File: src/isp_params.svh
`ifndef ISP_PARAMS_SVH
`define ISP_PARAMS_SVH

// fixed upper part of the 7-bit device address
`define ISP_ADDR_HI        5'h0a
// register location that streams and is never advanced past
`define ISP_FIFO_ADDR      7'h05
// system clock period and spike width to suppress, in ns
`define ISP_CLK_NS         8
`define ISP_SPIKE_NS       50
// least spike-suppression time rounded up to whole cycles
`define ISP_SPIKE_CYC      ((`ISP_SPIKE_NS + `ISP_CLK_NS - 1) / `ISP_CLK_NS)
// bit counts within a byte
`define ISP_BITS_RX        4'h8
`define ISP_BITS_TX_LAST   4'h7
`define ISP_CNT_ZERO       4'h0
`define ISP_CNT_ONE        4'h1
`define ISP_PTR_STEP       7'h01
`define ISP_PTR_RESET      7'h00
`define ISP_BYTE_ZERO      8'h00

`endif

File: src/isp_pkg.sv
`default_nettype none

package isp_pkg;

   // protocol states of the slave port
   typedef enum logic [2:0] {
      ISP_IDLE,
      ISP_ADDR,
      ISP_ADDR_ACK,
      ISP_WR_BYTE,
      ISP_WR_ACK,
      ISP_RD_BYTE,
      ISP_RD_ACK
   } isp_state_t;

   // one register access toward the register file
   typedef struct packed {
      logic       wr;
      logic       rd;
      logic [6:0] addr;
      logic [7:0] wdata;
   } isp_reg_req_t;

   // the two bus lines after filtering
   typedef struct packed {
      logic scl;
      logic sda;
   } isp_line_t;

endpackage

`default_nettype wire

File: src/isp_slave_port.sv
`include "isp_params.svh"
`default_nettype none

// Functional notes
// - slave receiver/transmitter only; never drives SCL, never arbitrates.
// - handles standard, fast and fast-plus rates; no high-speed mode.
// - never stretches SCL; every bit keeps pace with the master.
// - general call address is not answered; no bus software reset.
// - the device-identification read-out is not implemented.
// - spike filtering on both lines is on whenever this port is selected.
// - SDA changes only while SCL is low, except START and STOP.
// - SDA falling while SCL high is a START; bus becomes busy.
// - SDA rising while SCL high is a STOP; current transfer ends.
// - repeated START acts like START: bus stays busy, address follows.
// - bytes go MSB first, each followed by a master-clocked acknowledge.
// - transmitter releases SDA at acknowledge; receiver holds it low.
// - master NACKs last read byte; slave then releases SDA.
// - first byte after START compared with address, upper bits 01010.
// - low two address bits come from select pins or stored config.
// - write: address+W, register address byte, data to incrementing addresses.
// - write aimed at FIFO location puts all data there, pointer stays.
// - read: pointer set by write frame, then address+R returns registers.
// - read at FIFO location returns FIFO every byte, pointer stays.
// - no limit on bytes per transfer.
// - idle bus: both lines high, SDA released by this port.
// - register pointer is loaded with seven bits of the address byte.
module isp_slave_port (
   input  wire logic                  clock_i,
   input  wire logic                  reset_i,
   input  wire logic                  i2c_sel_i,
   input  wire logic                  scl_i,
   input  wire logic                  sda_i,
   output var  logic                  sda_o,
   output var  logic                  sda_oe_o,
   input  wire logic [1:0]            adr_pin_i,
   input  wire logic [1:0]            adr_cfg_i,
   input  wire logic                  adr_from_cfg_i,
   output var  isp_pkg::isp_reg_req_t reg_req_o,
   input  wire logic [7:0]            reg_rdata_i,
   output var  logic                  bus_busy_o
);

   // filtered bus lines and their previous values
   logic [1:0]            raw_v;
   logic [1:0]            filt_v;
   isp_pkg::isp_line_t    line;
   isp_pkg::isp_line_t    line_q;
   isp_pkg::isp_line_t    next_line_q;

   // protocol state and bit counter
   isp_pkg::isp_state_t   state;
   isp_pkg::isp_state_t   next_state;
   logic [3:0]            cnt;
   logic [3:0]            next_cnt;

   // byte shifting in both directions
   logic [7:0]            shreg;
   logic [7:0]            next_shreg;
   logic [7:0]            txd;
   logic [7:0]            next_txd;

   // register pointer and frame flags
   logic [6:0]            ptr;
   logic [6:0]            next_ptr;
   logic                  rw;
   logic                  next_rw;
   logic                  first;
   logic                  next_first;
   logic                  mack;
   logic                  next_mack;
   logic                  fetch;
   logic                  next_fetch;

   // next values of the registered outputs
   isp_pkg::isp_reg_req_t next_req;
   logic                  next_oe;
   logic                  next_busy;

   // low address bits, synchronised from the pins
   logic [1:0]            adr_s1;
   logic [1:0]            adr_s2;
   logic [1:0]            next_adr_s1;
   logic [1:0]            next_adr_s2;
   logic [1:0]            adr_lo;

   // bus events on the filtered lines
   logic                  scl_rise;
   logic                  scl_fall;
   logic                  start_det;
   logic                  stop_det;
   logic                  fifo_hit;

   // raw pins packed in the line struct's bit order: scl above sda
   assign raw_v = {scl_i, sda_i};
   assign line  = isp_pkg::isp_line_t'(filt_v);

   // one filter per bus line, active whenever this interface is selected;
   // each filter also holds the two synchroniser stages of its pin,
   // so no logic here ever reads a raw pin level
   genvar gi;
   generate
      for (gi = 0; gi < 2; gi++) begin : g_line
         isp_spike_filter #(
            .LEN (`ISP_SPIKE_CYC)
         ) u_filt (
            .clock_i (clock_i),
            .reset_i (reset_i),
            .en_i    (i2c_sel_i),
            .raw_i   (raw_v[gi]),
            .filt_o  (filt_v[gi])
         );
      end
   endgenerate

   // bus events seen on the filtered lines
   assign scl_rise  = line.scl & ~line_q.scl;
   assign scl_fall  = ~line.scl & line_q.scl;
   assign start_det = line.scl & line_q.scl & line_q.sda & ~line.sda;
   assign stop_det  = line.scl & line_q.scl & ~line_q.sda & line.sda;
   assign fifo_hit  = (ptr == `ISP_FIFO_ADDR);

   // low address bits from synchronised pins or stored configuration
   assign adr_lo = adr_from_cfg_i ? adr_cfg_i : adr_s2;

   // protocol sequencing, pointer and register requests
   // every action keys on a filtered scl or sda edge, so the port answers
   // about ten cycles after the pin moves, well inside the low phase
   // even at the fastest rate; scl is never held, so nothing may wait
   always_comb begin
      next_state = state;
      next_cnt   = cnt;
      next_shreg = shreg;
      next_txd   = txd;
      next_ptr   = ptr;
      next_rw    = rw;
      next_first = first;
      next_mack  = mack;
      next_fetch = 1'b0;
      next_oe    = sda_oe_o;
      next_busy  = bus_busy_o;
      next_req   = '0;
      // read data arrive in the cycle after the request and wait in txd
      // until the first bit of their byte is due
      if (fetch) begin
         next_txd = reg_rdata_i;
      end
      if (!i2c_sel_i) begin
         next_state = isp_pkg::ISP_IDLE;
         next_oe    = 1'b0;
         next_busy  = 1'b0;
      end else if (start_det) begin
         // a start or repeated start wins over any byte in flight
         // pointer left untouched so a read resumes where the write left it
         next_state = isp_pkg::ISP_ADDR;
         next_cnt   = `ISP_CNT_ZERO;
         next_oe    = 1'b0;
         next_busy  = 1'b1;
         next_mack  = 1'b0;
      end else if (stop_det) begin
         next_state = isp_pkg::ISP_IDLE;
         next_oe    = 1'b0;
         next_busy  = 1'b0;
      end else begin
         case (state)
            isp_pkg::ISP_IDLE: begin
               next_oe = 1'b0;
            end
            // bytes toward the port: shift on rises, answer after the eighth fall
            isp_pkg::ISP_ADDR, isp_pkg::ISP_WR_BYTE: begin
               if (scl_rise && cnt != `ISP_BITS_RX) begin
                  next_shreg = {shreg[6:0], line.sda};
                  next_cnt   = cnt + `ISP_CNT_ONE;
               end else if (scl_fall && cnt == `ISP_BITS_RX) begin
                  next_cnt = `ISP_CNT_ZERO;
                  if (state == isp_pkg::ISP_ADDR) begin
                     // general call and reserved codes never match the fixed part
                     if (shreg[7:1] == {`ISP_ADDR_HI, adr_lo}) begin
                        next_oe    = 1'b1;
                        next_rw    = shreg[0];
                        next_state = isp_pkg::ISP_ADDR_ACK;
                        if (shreg[0]) begin
                           next_req.rd   = 1'b1;
                           next_req.addr = ptr;
                           next_fetch    = 1'b1;
                        end
                     end else begin
                        next_state = isp_pkg::ISP_IDLE;
                     end
                  end else begin
                     next_oe    = 1'b1;
                     next_state = isp_pkg::ISP_WR_ACK;
                     // register address byte loads the pointer, later bytes are written
                     if (first) begin
                        next_ptr = shreg[6:0];
                     end else begin
                        next_req.wr    = 1'b1;
                        next_req.addr  = ptr;
                        next_req.wdata = shreg;
                        if (!fifo_hit) begin
                           next_ptr = ptr + `ISP_PTR_STEP;
                        end
                     end
                  end
               end
            end

            // address acknowledged: turn round for a read or await the register byte
            isp_pkg::ISP_ADDR_ACK: begin
               if (scl_fall) begin
                  next_cnt = `ISP_CNT_ZERO;
                  // first read bit goes out on the acknowledge's falling edge
                  if (rw) begin
                     next_state = isp_pkg::ISP_RD_BYTE;
                     next_shreg = txd;
                     next_oe    = ~txd[7];
                  end else begin
                     next_state = isp_pkg::ISP_WR_BYTE;
                     next_first = 1'b1;
                     next_oe    = 1'b0;
                  end
               end
            end

            // register or data byte acknowledged: let go at the end of the pulse
            isp_pkg::ISP_WR_ACK: begin
               if (scl_fall) begin
                  next_oe    = 1'b0;
                  next_first = 1'b0;
                  next_state = isp_pkg::ISP_WR_BYTE;
               end
            end

            // bytes from the port: each scl fall puts the next bit out, the eighth lets go for the acknowledge
            isp_pkg::ISP_RD_BYTE: begin
               if (scl_fall) begin
                  if (cnt == `ISP_BITS_TX_LAST) begin
                     // transmitter lets go for the master's acknowledge
                     next_oe    = 1'b0;
                     next_cnt   = `ISP_CNT_ZERO;
                     next_state = isp_pkg::ISP_RD_ACK;
                     if (!fifo_hit) begin
                        next_ptr = ptr + `ISP_PTR_STEP;
                     end
                  end else begin
                     next_shreg = {shreg[6:0], 1'b0};
                     next_oe    = ~shreg[6];
                     next_cnt   = cnt + `ISP_CNT_ONE;
                  end
               end
            end

            // master's answer to a read byte
            isp_pkg::ISP_RD_ACK: begin
               if (scl_rise) begin
                  // acknowledge: fetch the next byte ahead of its first bit
                  if (!line.sda) begin
                     next_mack     = 1'b1;
                     next_req.rd   = 1'b1;
                     next_req.addr = ptr;
                     next_fetch    = 1'b1;
                  end else begin
                     // not-acknowledge: stay released until start or stop
                     next_state = isp_pkg::ISP_IDLE;
                  end
               end else if (scl_fall && mack) begin
                  next_mack  = 1'b0;
                  next_state = isp_pkg::ISP_RD_BYTE;
                  next_shreg = txd;
                  next_oe    = ~txd[7];
               end
            end

            // unused codes fall back to idle with the line released
            default: begin
               next_state = isp_pkg::ISP_IDLE;
               next_oe    = 1'b0;
            end
         endcase
      end
   end

   // state registers; SDA is only ever pulled low, SCL never driven
   always_ff @(posedge clock_i) begin
      if (reset_i) begin
         state      <= isp_pkg::ISP_IDLE;
         cnt        <= `ISP_CNT_ZERO;
         shreg      <= `ISP_BYTE_ZERO;
         txd        <= `ISP_BYTE_ZERO;
         ptr        <= `ISP_PTR_RESET;
         rw         <= 1'b0;
         first      <= 1'b0;
         mack       <= 1'b0;
         fetch      <= 1'b0;
         sda_oe_o   <= 1'b0;
         sda_o      <= 1'b0;
         bus_busy_o <= 1'b0;
         reg_req_o  <= '0;
      end else begin
         state      <= next_state;
         cnt        <= next_cnt;
         shreg      <= next_shreg;
         txd        <= next_txd;
         ptr        <= next_ptr;
         rw         <= next_rw;
         first      <= next_first;
         mack       <= next_mack;
         fetch      <= next_fetch;
         sda_oe_o   <= next_oe;
         sda_o      <= 1'b0;
         bus_busy_o <= next_busy;
         reg_req_o  <= next_req;
      end
   end

   // sampled copies for edge detection and the address pin synchroniser
   always_comb begin
      next_line_q = line;
      next_adr_s1 = adr_pin_i;
      next_adr_s2 = adr_s1;
   end

   // both lines start at their idle level, so no false edge follows reset;
   // only the second address stage is read by the logic
   always_ff @(posedge clock_i) begin
      if (reset_i) begin
         line_q <= '1;
         adr_s1 <= 2'h0;
         adr_s2 <= 2'h0;
      end else begin
         line_q <= next_line_q;
         adr_s1 <= next_adr_s1;
         adr_s2 <= next_adr_s2;
      end
   end

endmodule

`default_nettype wire

File: src/isp_spike_filter.sv
`include "isp_params.svh"
`default_nettype none

module isp_spike_filter #(
   parameter int LEN = `ISP_SPIKE_CYC
) (
   input  wire logic clock_i,
   input  wire logic reset_i,
   input  wire logic en_i,
   input  wire logic raw_i,
   output var  logic filt_o
);

   logic       sync_a;
   logic       sync_b;
   logic [7:0] run;
   logic [7:0] next_run;
   logic       next_filt;

   // while enabled, a new level is taken only after it has stood for LEN cycles; disabled, sync_b passes straight through
   always_comb begin
      next_run  = 8'h00;
      next_filt = filt_o;
      if (!en_i) begin
         next_filt = sync_b;
      end else if (sync_b != filt_o) begin
         if (run == 8'(LEN - 1)) begin
            next_filt = sync_b;
         end else begin
            next_run = run + 8'h01;
         end
      end
   end

   // two-stage synchroniser, then the filter state
   always_ff @(posedge clock_i) begin
      if (reset_i) begin
         sync_a <= 1'b1;
         sync_b <= 1'b1;
         run    <= 8'h00;
         filt_o <= 1'b1;
      end else begin
         sync_a <= raw_i;
         sync_b <= sync_a;
         run    <= next_run;
         filt_o <= next_filt;
      end
   end

endmodule

`default_nettype wire

File: config.mk
export PLATFORM = sky130hd
export DESIGN_NAME = isp_slave_port
export DESIGN_NICKNAME = d
export VERILOG_FILES = /design/src/isp_pkg.sv /design/src/isp_slave_port.sv /design/src/isp_spike_filter.sv
export VERILOG_INCLUDE_DIRS = /design/src
export SDC_FILE = /design/constraint.sdc
export NUM_CORES = 1
export LEC_CHECK = 0
export ABC_AREA = 0
export BUFFER_PORTS_ARGS = -buffer_cell sky130_fd_sc_hd__clkbuf_2
export CAP_MARGIN = 30
export CORE_ASPECT_RATIO = 0.8
export CORE_MARGIN = 1.5
export CORE_UTILIZATION = 59
export CTS_CLUSTER_SIZE = 30
export DETAILED_ROUTE_END_ITERATION = 6
export GPL_ROUTABILITY_DRIVEN = 0
export PLACE_DENSITY = 0.84
export SYNTH_ARGS = -nofsm -noshare
export SYNTH_HDL_FRONTEND = slang
export SYNTH_HIERARCHICAL = 1
export SYNTH_SLANG_ARGS = --single-unit
File: constraint.sdc
create_clock -name clock_i -period 2.15 [get_ports clock_i]
set_clock_uncertainty 0.2 [all_clocks]
set_input_delay 0.43 -clock clock_i [delete_from_list [all_inputs] [get_ports clock_i]]
set_output_delay 0.43 -clock clock_i [all_outputs]
set_load 0.005 [all_outputs]
==> impl_summary.log <==
[metrics] overall power of the completed layout: 0.00282 W
[metrics] endpoint of the lowest-slack register-to-register path: shreg[7]$_SDFFE_PP0P_
[metrics] start of the worst register-to-register path: cnt[0]$_SDFFE_PP0P_
[metrics] total number of vias: 3472
[metrics] instance count after placement with tap cells included: 560
[metrics] number of setup violations in the final report: 0
[metrics] proportion of register bits with asynchronous set or reset after synthesis: 0%
[metrics] slew of the pin with the lowest slew margin: 0.534 ns
[metrics] number of clock sinks: 80
[metrics] synthesis warning total: 6
[metrics] filler-free cell count of the finished design: 575
[metrics] global-route wire length before repair: 14.9 mm
[metrics] DRT met1 WL: 3.89 mm
[metrics] fin util: 70.2%
[metrics] share of the clock period used by the worst path after layout: 97.5%
[metrics] Area growth, synth to finish: 14.7%
[metrics] number of I/O port buffers: 36
[metrics] largest net degree at the start of global routing: 57
[metrics] DRC violation count after routing: 0
[metrics] endpoint required time on the critical path: 2.24 ns
[metrics] cell types with the largest area share after synthesis: sky130_fd_sc_hd__dfxtp_1, sky130_fd_sc_hd__mux2i_1, sky130_fd_sc_hd__a21oi_1
[metrics] detailed route wirelength on metal2: 3.91 mm
[metrics] vertical die dimension: 75.9 µm
[metrics] fraction of the yosys area taken by sequential cells: 40.8%
[metrics] power density normalized to cell area: 627 nW/µm²
[metrics] die footprint: 7150 µm²
[metrics] number of buffers added by the clock tree synthesis step: 9
[metrics] worst-path cell with the longest stage delay: sky130_fd_sc_hd__or4_4
[metrics] buffer levels on the longest clock path: 2
[metrics] Floorplan Core Area: 6410 µm²
[metrics] count of nets after finishing: 513
[metrics] routed length per instance: 15.2 µm
[metrics] max-slew violation total from the final report: 0
[metrics] leakage: 1.70 nW
[metrics] relative contribution of combinational cells to total power: 3.9%
[metrics] netlist area before placement: 3920 µm²
[metrics] crit start category: flop
[metrics] Max Freq: 477 MHz
[metrics] number of filler instances in the final layout: 516
[metrics] Synth Area per Inst: 8.98 µm²
[metrics] switching pwr: 0.000604 W
[metrics] layout cells sized above 1: 20.6%
[metrics] clock-pin slew on the worst setup and hold paths: 0.08 ns
[metrics] total I/O pin count: 38
[metrics] length of routed met3 wiring: 763 µm
[metrics] Clk pwr share: 43.0%
[metrics] post-route minimum period: 2.10 ns
[metrics] Worst slew margin: 64.4%
[metrics] hold worst-path end: g_line[1].u_filt/sync_a$_SDFF_PP1_
[metrics] insertion delay to the later sink of the worst-skew pair: 0.36 ns
[metrics] Synth Flop Type: sky130_fd_sc_hd__dfxtp_1
[metrics] maximum fanout count along the critical path: 9
[metrics] highest signal layer in the routed design: met4
[metrics] detailed placer's ending HPWL: 6.26 mm
[metrics] maximum VDD drop: 0.452 mV
[metrics] Synth cell types: 60
[metrics] Hold Startpoint: scl_i
[metrics] EDFF count, synth: 0
[metrics] top cell type's share of synthesized area: 40.8%
[metrics] CP Buf/Inv Count: 0
[metrics] longest individual stage delay on the worst path: 0.50 ns
[metrics] cell area after layout: 4500 µm²
[metrics] grt total ovfl: 0
[metrics] via count of the first global-routing pass: 3163
[metrics] register share of total power: 53.1%
[metrics] combined global-route utilization of all metal layers: 26.0%
[metrics] root buffer cell: sky130_fd_sc_hd__clkbuf_8
[metrics] number of antenna diodes: 0
[metrics] Starting Density: 61.2%
[metrics] status: complete, no violations
[metrics] number of rows in the core area: 26
[metrics] Seq cells post-synth: 80
[metrics] family with the most delay on the worst path: simple AND/OR/NAND/NOR gates
[metrics] drt initial violations: 425
[metrics] post-synth net total: 463
[metrics] post-detailed-routing wire length: 8.75 mm
[metrics] H-tree lvl count: 3
[metrics] Hold Fails Final Rpt: 0
[metrics] placed instance area: 4260 µm²
[metrics] initial antenna violation count: 0
[metrics] CTS tree: done
[metrics] hold path cells: 2
[metrics] width of the die: 94.2 µm
[metrics] Int Pwr: 0.00222 W
[metrics] FF-to-FF setup slack: 0.05 ns
[metrics] Worst setup startpoint: cnt[0]$_SDFFE_PP0P_
[metrics] Routed Antenna Nets: 0
[metrics] Register-to-Register Path Depth: 6
[metrics] Setup Crit Path Kind: flop to flop
[metrics] number of maximum-capacitance constraint violations: 0
[metrics] CP endpoint kind: flop
[metrics] sum of negative setup slack: 0 ns
[metrics] worst-path cell chain: ha_1 > nand3b_1 > a21oi_1 > a211o_2 > or4_4 > o21ai_1
[metrics] proportion of total power due to net switching: 21.4%
[metrics] number of setup buffers added after CTS: 0
[metrics] data arrival at the endpoint of the critical path: 2.19 ns
[metrics] routed via count divided by cell count: 6.04
[metrics] number of instances in the synthesized netlist: 437
[metrics] router iterations before antenna repair: 6
[metrics] worst min path class: input pin to flop
[metrics] post-synth top area cell: sky130_fd_sc_hd__dfxtp_1
==> timing repair <==
action	CTS	global route
resized for setup	0	8
setup endpoints to repair	0	30
hold buffers	0	0
==> layout by cell type, fill, tap and decap left out, drive strengths merged, types with 15 or more instances in the layout <==
master / Yosys / layout
a21oi: 29 / 29
nand2: 19 / 19
nand3: 21 / 21
nor2: 36 / 36
clkbuf: 7 / 46
inv: 15 / 15
dfxtp: 80 / 80
mux2i: 21 / 21
buf: 14 / 24
o21ai: 30 / 30
==> how the worst max path moves through the flow <==
stage / to / slack [ns] / cells past startpoint
2_1_floorplan: cnt[3]$_SDFFE_PP0P_ / 0.29 / 7
3_3_place_gp: shreg[5]$_SDFFE_PP0P_ / 0.12 / 5
3_5_place_dp: shreg[0]$_SDFFE_PP0P_ / 0.03 / 5
4_1_cts: shreg[0]$_SDFFE_PP0P_ / 0.02 / 5
5_1_grt: shreg[3]$_SDFFE_PP0P_ / -0.01 / 6
6_report: shreg[7]$_SDFFE_PP0P_ / 0.05 / 6
==> flip-flops by register name, summed over array words and instances, names as in the netlist, 2 cells and up <==
name	flops
reg_req_o	17
g_line.u_filt/run	16
shreg	8
txd	8
ptr	7
cnt	4
state	3
adr_s1	2
adr_s2	2
g_line.u_filt/filt_o	2
g_line.u_filt/sync_a	2
g_line.u_filt/sync_b	2
line_q	2
==> per-layer routing <==
layer  vias to the layer above  GRT usage [%]
li1                       1670              -
met1                      1572           36.5
met2                       199           38.6
met3                        31           6.33
met5                         -              0
met4                         0           9.40
==> through the flow <==
stage / hold slack (ns) / worst slack, ns
after floorplan: 0.189 / 0.290
after global placement: 0.190 / 0.118
after detailed placement: 0.195 / 0.0320
after CTS: 0.0489 / 0.0245
after global routing: 0.0496 / -0.0143
final: 0.0553 / 0.0540
==> power groups by stage <==
stage | Clock (W) | Combinational, W | Sequential [W]
after floorplan | 0 | 0.0000680 | 0.00153
after global placement | 0 | 0.000105 | 0.00153
after detailed placement | 0 | 0.000108 | 0.00153
after CTS | 0.00123 | 0.000109 | 0.00150
after global routing | 0.00130 | 0.000121 | 0.00150
final | 0.00121 | 0.000110 | 0.00150
==> final cells by class <==
class,count,area [µm²],share of cell area (%)
Clock buffer,10,138,3.06
Clock inverter,5,81.3,1.81
Inverter,15,56.3,1.25
Multi-Input combinational cell,321,2140,47.6
Sequential cell,80,1600,35.6
Tap cell,84,105,2.34
Timing Repair Buffer,60,373,8.28
==> Yosys cell counts (3+ instances only) <==
cell type,count
sky130_fd_sc_hd__dfxtp_1,80
sky130_fd_sc_hd__nor2_1,36
sky130_fd_sc_hd__a21oi_1,29
sky130_fd_sc_hd__mux2i_1,21
sky130_fd_sc_hd__nand3_1,21
sky130_fd_sc_hd__o21ai_0,20
sky130_fd_sc_hd__nand2_1,19
sky130_fd_sc_hd__inv_1,15
sky130_fd_sc_hd__nand2b_1,14
sky130_fd_sc_hd__and2_1,11
sky130_fd_sc_hd__o21ai_1,10
sky130_fd_sc_hd__and3_1,9
sky130_fd_sc_hd__nor2b_1,9
sky130_fd_sc_hd__xor2_1,9
sky130_fd_sc_hd__ha_1,8
sky130_fd_sc_hd__or2_2,8
sky130_fd_sc_hd__clkbuf_1,7
sky130_fd_sc_hd__or4_1,7
sky130_fd_sc_hd__a211oi_1,6
sky130_fd_sc_hd__nor3_1,6
sky130_fd_sc_hd__or3_1,6
sky130_fd_sc_hd__a211o_1,5
sky130_fd_sc_hd__buf_2,5
sky130_fd_sc_hd__buf_6,5
sky130_fd_sc_hd__nand3b_1,5
sky130_fd_sc_hd__nand4_1,5
sky130_fd_sc_hd__o31ai_1,5
sky130_fd_sc_hd__buf_4,4
sky130_fd_sc_hd__and3b_1,3
sky130_fd_sc_hd__and4_1,3
sky130_fd_sc_hd__nand4bb_1,3
==> cells by family after synthesis <==
kind of cell,share of synthesized area [%]
XOR/XNOR,2.87
AND/OR/NAND/NOR,25.5
flip-flops,40.8
adder cells (fa/ha/maj),2.55
other,0.0956
multiplexers,5.36
AO/OA/AOI/OAI,17.8
buffers and inverters,4.94
Note: power is estimated with default switching activity, not from simulation.
